## config.mk

```make
export PLATFORM = sky130hd
export DESIGN_NAME = shift_logic_alu
export DESIGN_NICKNAME = d
export VERILOG_FILES = /design/src/common/alu_pkg.sv /design/src/rtl/data_mem.sv /design/src/rtl/shift_logic_alu.sv
export VERILOG_INCLUDE_DIRS = /design/src /design/src/common
export SDC_FILE = /design/constraint.sdc
export NUM_CORES = 1
export LEC_CHECK = 0
export BUFFER_PORTS_ARGS = -buffer_cell sky130_fd_sc_hd__buf_4
export CORE_MARGIN = 2
export CORE_UTILIZATION = 49
export DETAILED_ROUTE_END_ITERATION = 8
export PLACE_DENSITY = 0.65
export RECOVER_POWER = 50
export SYNTH_ARGS = -nofsm -noshare
export SYNTH_HDL_FRONTEND = slang
export SYNTH_SLANG_ARGS = --single-unit
export TNS_END_PERCENT = 50
```

## constraint.sdc

```tcl
create_clock -name pclk -period 3.78 [get_ports pclk]
set_clock_uncertainty 0.15 [all_clocks]
set_input_delay 0.378 -clock pclk [delete_from_list [all_inputs] [get_ports pclk]]
set_output_delay 0.378 -clock pclk [all_outputs]
set_load 0.01 [all_outputs]
```

## src/common/alu_defines.svh

```systemverilog
/*
 * Offsets, field positions, sizes and reset values of the shift and
 * logic unit. Assumes a 32-bit APB with byte addresses in paddr.
 */
`ifndef ALU_DEFINES_SVH
`define ALU_DEFINES_SVH

`define ALU_PADDR_W 8
`define ALU_OFS_CTRL 8'h00
`define ALU_OFS_ACC 8'h04
`define ALU_OFS_FLAGS 8'h08
`define ALU_OFS_PORT 8'h0c
`define ALU_OFS_MADDR 8'h10
`define ALU_OFS_MDATA 8'h14
`define ALU_OFS_STATUS 8'h18

`define ALU_CTRL_OP_LSB 0
`define ALU_CTRL_FORM_LSB 4
`define ALU_CTRL_IMM_LSB 8
`define ALU_CTRL_ADDR_LSB 16

`define ALU_FLAG_Z 0
`define ALU_FLAG_C 1
`define ALU_FLAG_HC 2
`define ALU_FLAG_SGN_OVF 3
`define ALU_STAT_BUSY 0
`define ALU_STAT_REJECT 1

`define ALU_MEM_AW 4
`define ALU_MEM_DEPTH 16

`define ALU_ACC_RST 8'h00
`define ALU_FLAGS_RST 4'h0
`define ALU_PORT_RST 8'h00

`define ALU_RD_WAIT 2'h2

`endif

```

## src/common/alu_pkg.sv

```systemverilog
/*
 * Types of the shift and logic unit: operations, operand forms,
 * sequencer states and the command carrier.
 * Assumes alu_defines.svh is on the include path.
 */
`include "alu_defines.svh"

package alu_pkg;

    typedef enum logic [3:0] {
        op_shr = 4'h0,
        op_rrc = 4'h1,
        op_shl = 4'h2,
        op_rlc = 4'h3,
        op_swap = 4'h4,
        op_and = 4'h5,
        op_or = 4'h6,
        op_xor = 4'h7
    } op_t;

    // f_acc: accumulator alone, or accumulator with immediate
    typedef enum logic [2:0] {
        f_acc = 3'h0,
        f_to_acc = 3'h1,
        f_to_mem = 3'h2,
        f_io_to_acc = 3'h3,
        f_acc_to_io = 3'h4
    } form_t;

    typedef enum logic [2:0] {
        st_idle = 3'b001,
        st_fetch = 3'b010,
        st_exec = 3'b100
    } state_t;

    typedef struct packed {
        logic [`ALU_MEM_AW-1:0] addr;
        logic [7:0] imm;
        form_t form;
        op_t op;
    } cmd_t;

    typedef struct packed {
        logic [7:0] res;
        logic carry;
        logic wr_acc;
        logic wr_mem;
        logic wr_io;
        logic upd_z;
        logic upd_c;
    } alu_out_t;

endpackage

```

## src/rtl/data_mem.sv

```systemverilog
/*
 * Small byte memory standing in for the core's data memory.
 * One write port and one read port sharing an address; read data
 * come from a register one clock after the address.
 */
`include "alu_defines.svh"

module data_mem (
    // clock
    input wire logic pclk,
    // access
    input wire logic [`ALU_MEM_AW-1:0] addr,
    input wire logic we,
    input wire logic [7:0] wdata,
    output logic [7:0] rdata
);
    logic [7:0] mem [`ALU_MEM_DEPTH];

    // no reset: contents are undefined until software writes them
    always_ff @(posedge pclk) begin
        if (we) begin
            mem[addr] <= wdata;
        end
        rdata <= mem[addr];
    end
endmodule

```

## src/rtl/shift_logic_alu.sv

```systemverilog
/*
 * Shift, rotate, nibble swap and AND/OR/XOR unit of an 8-bit core,
 * with accumulator, flags, port data register and data memory,
 * all reached over APB. Assumes a single clock and a master that
 * holds each request until pready.
 */
// Design decisions made here: the placing of the registers and the APB interface to the registers.
`include "alu_defines.svh"

module shift_logic_alu
    import alu_pkg::*;
(
    // clock and reset
    input wire logic pclk,
    input wire logic presetn,
    // apb slave
    input wire logic psel,
    input wire logic penable,
    input wire logic pwrite,
    input wire logic [`ALU_PADDR_W-1:0] paddr,
    input wire logic [31:0] pwdata,
    output logic [31:0] prdata,
    output logic pready,
    output logic pslverr,
    // state seen by the core
    output logic [7:0] accumulator,
    output logic [3:0] flags,
    output logic [7:0] first_port_data_register
);

    function automatic logic cmd_ok(op_t op, form_t form);
        logic ok;
        ok = 1'b0;
        case (op)
            op_shr, op_rrc, op_shl, op_rlc, op_swap: begin
                ok = (form == f_acc) || (form == f_to_mem);
            end
            op_and, op_or: begin
                ok = (form == f_acc) || (form == f_to_acc) ||
                     (form == f_to_mem);
            end
            op_xor: begin
                ok = (form != f_acc_to_io + 3'h1) &&
                     (form <= f_acc_to_io);
            end
            default: begin
                ok = 1'b0;
            end
        endcase
        return ok;
    endfunction

    state_t st, next_st;
    cmd_t cmd, next_cmd;
    logic [7:0] next_acc, next_port;
    logic [3:0] next_flags;
    logic [`ALU_MEM_AW-1:0] maddr, next_maddr;
    logic [1:0] rd_cnt, next_rd_cnt;
    logic [31:0] next_prdata;
    logic reject, next_reject;
    alu_out_t alu;
    logic [7:0] mem_rdata, mem_wdata, shift_src, logic_b;
    logic [`ALU_MEM_AW-1:0] mem_addr;
    logic mem_we;
    logic access, is_read, wr_accept, mapped, ctrl_wr, ctrl_good;
    cmd_t wr_cmd;

    // apb handshake
    assign access = psel & penable;
    assign is_read = access & ~pwrite;
    // everything stalls while an operation runs
    assign pready = (st == st_idle) &&
                    (pwrite || rd_cnt == `ALU_RD_WAIT);
    assign wr_accept = access & pwrite & pready;
    assign mapped = (paddr == `ALU_OFS_CTRL) ||
                    (paddr == `ALU_OFS_ACC) ||
                    (paddr == `ALU_OFS_FLAGS) ||
                    (paddr == `ALU_OFS_PORT) ||
                    (paddr == `ALU_OFS_MADDR) ||
                    (paddr == `ALU_OFS_MDATA) ||
                    (paddr == `ALU_OFS_STATUS);
    assign wr_cmd.op = op_t'(pwdata[`ALU_CTRL_OP_LSB +: 4]);
    assign wr_cmd.form = form_t'(pwdata[`ALU_CTRL_FORM_LSB +: 3]);
    assign wr_cmd.imm = pwdata[`ALU_CTRL_IMM_LSB +: 8];
    assign wr_cmd.addr = pwdata[`ALU_CTRL_ADDR_LSB +: `ALU_MEM_AW];
    assign ctrl_wr = wr_accept && paddr == `ALU_OFS_CTRL;
    assign ctrl_good = cmd_ok(wr_cmd.op, wr_cmd.form);
    assign pslverr = pready & access &
                     (~mapped | (ctrl_wr & ~ctrl_good));

    // operation datapath
    always_comb begin
        shift_src = (cmd.form == f_to_mem) ? mem_rdata : accumulator;
        case (cmd.form)
            f_acc: logic_b = cmd.imm;
            f_to_acc, f_to_mem: logic_b = mem_rdata;
            default: logic_b = first_port_data_register;
        endcase
        alu = '0;
        alu.carry = flags[`ALU_FLAG_C];
        alu.wr_mem = (cmd.form == f_to_mem);
        alu.wr_io = (cmd.form == f_acc_to_io);
        alu.wr_acc = ~alu.wr_mem & ~alu.wr_io;
        case (cmd.op)
            op_shr: begin
                alu.res = {1'b0, shift_src[7:1]};
                alu.carry = shift_src[0];
                alu.upd_c = 1'b1;
            end
            op_rrc: begin
                alu.res = {flags[`ALU_FLAG_C], shift_src[7:1]};
                alu.carry = shift_src[0];
                alu.upd_c = 1'b1;
            end
            op_shl: begin
                alu.res = {shift_src[6:0], 1'b0};
                alu.carry = shift_src[7];
                alu.upd_c = 1'b1;
            end
            op_rlc: begin
                alu.res = {shift_src[6:0], flags[`ALU_FLAG_C]};
                alu.carry = shift_src[7];
                alu.upd_c = 1'b1;
            end
            op_swap: begin
                alu.res = {shift_src[3:0], shift_src[7:4]};
            end
            op_and: begin
                alu.res = accumulator & logic_b;
                alu.upd_z = 1'b1;
            end
            op_or: begin
                alu.res = accumulator | logic_b;
                alu.upd_z = 1'b1;
            end
            op_xor: begin
                alu.res = accumulator ^ logic_b;
                alu.upd_z = ~alu.wr_io;
            end
            default: begin
                alu.res = accumulator;
            end
        endcase
    end

    // memory shared between operations and software
    assign mem_addr = (st == st_idle) ? maddr : cmd.addr;
    assign mem_we = ((st == st_exec) & alu.wr_mem) |
                    (wr_accept && paddr == `ALU_OFS_MDATA);
    assign mem_wdata = (st == st_exec) ? alu.res : pwdata[7:0];

    data_mem u_data_mem (
        .pclk(pclk),
        .addr(mem_addr),
        .we(mem_we),
        .wdata(mem_wdata),
        .rdata(mem_rdata)
    );

    always_comb begin
        next_st = st;
        next_cmd = cmd;
        next_acc = accumulator;
        next_flags = flags;
        next_port = first_port_data_register;
        next_maddr = maddr;
        next_reject = reject;
        next_prdata = prdata;
        next_rd_cnt = rd_cnt;
        if (is_read && st == st_idle) begin
            next_rd_cnt = (rd_cnt == `ALU_RD_WAIT) ? 2'h0 : rd_cnt + 2'h1;
        end
        // captured one cycle before pready so memory data has arrived
        if (is_read && st == st_idle && rd_cnt == 2'h1) begin
            case (paddr)
                `ALU_OFS_CTRL: next_prdata = 32'(cmd);
                `ALU_OFS_ACC: next_prdata = {24'h0, accumulator};
                `ALU_OFS_FLAGS: next_prdata = {28'h0, flags};
                `ALU_OFS_PORT: next_prdata = {24'h0,
                                              first_port_data_register};
                `ALU_OFS_MADDR: next_prdata = 32'(maddr);
                `ALU_OFS_MDATA: next_prdata = {24'h0, mem_rdata};
                `ALU_OFS_STATUS: next_prdata = {30'h0, reject, 1'b0};
                default: next_prdata = 32'h0;
            endcase
        end
        if (wr_accept) begin
            case (paddr)
                `ALU_OFS_ACC: next_acc = pwdata[7:0];
                `ALU_OFS_FLAGS: next_flags = pwdata[3:0];
                `ALU_OFS_PORT: next_port = pwdata[7:0];
                `ALU_OFS_MADDR: next_maddr = pwdata[`ALU_MEM_AW-1:0];
                default: begin
                end
            endcase
        end
        case (st)
            st_idle: begin
                if (ctrl_wr) begin
                    next_reject = ~ctrl_good;
                    if (ctrl_good) begin
                        next_cmd = wr_cmd;
                        next_st = (wr_cmd.form == f_to_acc ||
                                   wr_cmd.form == f_to_mem) ?
                                  st_fetch : st_exec;
                    end
                end
            end
            st_fetch: begin
                next_st = st_exec;
            end
            st_exec: begin
                next_st = st_idle;
                if (alu.wr_acc) begin
                    next_acc = alu.res;
                end
                if (alu.wr_io) begin
                    next_port = alu.res;
                end
                if (alu.upd_c) begin
                    next_flags[`ALU_FLAG_C] = alu.carry;
                end
                if (alu.upd_z) begin
                    next_flags[`ALU_FLAG_Z] = (alu.res == 8'h00);
                end
            end
            default: begin
                next_st = st_idle;
            end
        endcase
    end

    always_ff @(posedge pclk or negedge presetn) begin
        if (!presetn) begin
            st <= st_idle;
            cmd <= '0;
            accumulator <= `ALU_ACC_RST;
            flags <= `ALU_FLAGS_RST;
            first_port_data_register <= `ALU_PORT_RST;
            maddr <= '0;
            reject <= 1'b0;
            prdata <= 32'h0;
            rd_cnt <= 2'h0;
        end else begin
            st <= next_st;
            cmd <= next_cmd;
            accumulator <= next_acc;
            flags <= next_flags;
            first_port_data_register <= next_port;
            maddr <= next_maddr;
            reject <= next_reject;
            prdata <= next_prdata;
            rd_cnt <= next_rd_cnt;
        end
    end

    logic ex_acc;
    assign ex_acc = (st == st_exec) && cmd.form == f_acc;
endmodule

```

==> flow_summary.json <==
{
  "p_switching_mw": 1.01,
  "yosys_most_used_dff": "sky130_fd_sc_hd__edfxtp_1",
  "power.switching_fraction_pct": 21.4,
  "cell_internal_pwr_mw": 3.68,
  "fmaxAchievable_ghz": 0.278,
  "port_buffers": 73,
  "slew_violations": 69,
  "hold_path.class": "in2reg",
  "core-area_um2": 20200,
  "post-synth-top-area-fraction_pct": 37.9,
  "number_of_synthesized_flops_with_an_enable_pin": 128,
  "critical_path.cell_chain": "or3b_1 > mux2i_4 > buf_4 > nand2_1 > nor2_1 > clkbuf_1",
  "yosys_register_bits": 204,
  "synth.avg_cell_area_um2": 12.9,
  "layoutNonFillerInstCount": 1187,
  "rows": 52,
  "failing_checks": "capacitance limit, slew limit",
  "final.setup.worst_slack_ps": 183,
  "die_x_um": 148,
  "cts_max_level": 1,
  "dp_hpwl_mm": 18.0,
  "critPathLaunchType": "flip-flop",
  "finish.utilization_pct": 58.2,
  "power_per_unit_of_standard_cell_area_nw_per_um2": 398,
  "synth.top_cells.by_area": "sky130_fd_sc_hd__edfxtp_1, sky130_fd_sc_hd__mux2i_1, sky130_fd_sc_hd__dfrtp_1",
  "max_slew_margin_vs_limit_pct": -18.9,
  "number_of_optimization_iterations_in_the_first_detailed_route_pass": 5,
  "area_growth_pct": 16.2,
  "power.total_mw": 4.69,
  "timing.critical_path.arrival_ps": 3630,
  "hold_viol_final": 0,
  "crit_path_max_fanout": 68,
  "vias_in_the_first_global_route": 6736,
  "route.detailed.wl_per_inst_um": 21.6,
  "layout.cells.most_common": "sky130_fd_sc_hd__mux2i_1",
  "cellLeakagePower_nw": 5.35,
  "start_util_pct": 50.1,
  "cts_setup_buffers": 0,
  "most-common-layout-cells": "sky130_fd_sc_hd__mux2i_1, sky130_fd_sc_hd__edfxtp_1, sky130_fd_sc_hd__buf_4",
  "clk_transition_reported_paths_ps": 60,
  "seq_power_share_pct": 51.4,
  "synth.yosys.warnings": 0,
  "timing.critical_path.slowest_cell_delay_ps": 840,
  "asyncSetResetFlopFracSynth_pct": 33.3,
  "io_pins": 99,
  "place_area_um2": 11100,
  "status": "finished with violations",
  "fin_crit_ps": 3600,
  "timing.critical_path.slowest_stage_cell": "sky130_fd_sc_hd__buf_4",
  "worst_setup_path_end_kind": "flip-flop",
  "antenna_cells": 0,
  "initialDrtViolationCount": 427,
  "final.period_utilization_pct": 95.2,
  "cts-buffers-inserted": 22,
  "grt_start_max_net_pins": 69,
  "die_height_um": 148,
  "num_vias": 6709,
  "numPlacedInstances": 1134,
  "clock_root_cell": "sky130_fd_sc_hd__clkbuf_16",
  "timing.setup.tns_ps": 0,
  "synthesis.area_um2": 10100,
  "grt_antenna_before_repair": 0,
  "ant_nets": 0,
  "clk_latency_ps": 510,
  "cts_num_sinks": 204,
  "post-place-ws_ps": 271,
  "clock_path_buffers": 3,
  "setup_viol": 0,
  "cp.required_ps": 3820,
  "final_nets": 964,
  "syn-instance-count": 785,
  "fp.dieArea_um2": 21800,
  "rsz0062_at_grt": "no",
  "grt_use_total_pct": 23.5,
  "post_synth_num_cell_types": 64,
  "gp_congestion": 0.953,
  "drive_gt1_share_pct": 14.2,
  "tightest_slew_ps": 1780,
  "power.share.clock_pct": 44.0,
  "via_per_inst": 5.65,
  "critical_path_class": "reg2reg",
  "tritoncts": "done",
  "holdWs_ps": 47.5,
  "design_area_um2": 11800,
  "detail_route.drc_violations": 0,
  "global_route_wire_length_before_repair_mm": 39.3,
  "part_of_the_yosys_area_used_for_sequential_elements_pct": 56.3,
  "max-vdd-ir-drop_mv": 0.385,
  "grt_remaining_overflow": 0,
  "comb_power_share_pct": 4.6,
  "post-synth-top-area-cell": "sky130_fd_sc_hd__edfxtp_1",
  "drt-total-wl_mm": 25.6,
  "max-cap-violations": 1
}
## critical path, delay by kind of cell (launching register included)
kind / cells / cell delay, ps
multiplexers: 1 / 230
AND/OR/NAND/NOR: 3 / 1160
buffers and inverters: 2 / 1090
flip-flops: 1 / 560
## cells by family (layout without fill, tap and decap cells)
family | after synthesis | after routing | share of synthesized area (%)
adder cells (fa/ha/maj) | 16 | 16 | 1.98
multiplexers | 214 | 214 | 22.3
other | 1 | 13 | 0.0370
buffers and inverters | 82 | 202 | 4.33
XOR/XNOR | 2 | 2 | 0.173
AND/OR/NAND/NOR | 151 | 151 | 7.23
AO/OA/AOI/OAI | 115 | 115 | 7.61
flip-flops | 204 | 204 | 56.3
## Yosys cell counts, drive strengths merged (10+ instances only)
| cell type | count |
|---|---|
| clkbuf | 17 |
| a22o | 18 |
| inv | 23 |
| mux2i | 172 |
| ha | 16 |
| dfrtp | 67 |
| a21oi | 17 |
| nand2 | 53 |
| o21ai | 34 |
| mux2 | 37 |
| nor2 | 49 |
| edfxtp | 128 |
| buf | 42 |
| nor3 | 10 |
## final timing paths
| check | start | to | slack (ps) | cells past startpoint |
|---|---|---|---|---|
| worst max register to register | st[0]$_DFFE_PN1P_ | u_data_mem.mem[1][3]$_DFFE_PP_ | 180 | 6 |
| worst max-delay path | st[0]$_DFFE_PN1P_ | u_data_mem.mem[1][3]$_DFFE_PP_ | 180 | 6 |
| worst min register to register | prdata[6]$_DFFE_PN0P_ | prdata[6]$_DFFE_PN0P_ | 330 | 2 |
| min in group asynchronous | presetn | cmd[7]$_DFFE_PN0P_ | 710 | 2 |
| worst min-delay path | pwdata[3] | maddr[3]$_DFFE_PN0P_ | 50 | 2 |
| max in group asynchronous | presetn | cmd[3]$_DFFE_PN0P_ | 1670 | 2 |
## flip-flops by register name, indices dropped and copies added, names as in the netlist
| register | count |
|---|---|
| flags | 4 |
| st | 3 |
| rd_cnt | 2 |
| first_port_data_register | 8 |
| maddr | 4 |
| accumulator | 8 |
| prdata | 19 |
| cmd | 19 |
| u_data_mem.mem | 128 |
| reject | 1 |
| u_data_mem.rdata | 8 |
## final cells by class
class / instances / area (um^2)
Tap cell: 270 / 338
Sequential cell: 204 / 5710
Inverter: 23 / 86.3
Multi-Input combinational cell: 511 / 4050
Timing Repair Buffer: 141 / 892
Fill cell: 1715 / 8460
Clock inverter: 13 / 140
Clock buffer: 25 / 562
## routing by layer
metal	GRT usage (%)	wire length [um]
met5	0	0
met4	6.48	636
met3	3.09	1250
met2	38.7	12200
met1	33.2	11500
## timing repair
item	in CTS	in global routing
setup endpoints to repair	0	16
gates resized for setup	0	1
endpoints found under the hold margin	81	0
hold buffers	15	0
## power groups by stage
stage | combinational, mW | sequential, mW | clock [mW]
6_report | 0.215 | 2.41 | 2.06
3_5_place_dp | 0.211 | 2.45 | 0
3_3_place_gp | 0.206 | 2.45 | 0
2_1_floorplan | 0.115 | 2.45 | 0
5_1_grt | 0.235 | 2.41 | 2.20
4_1_cts | 0.225 | 2.41 | 2.11
Power figures use the tool's default switching activity.
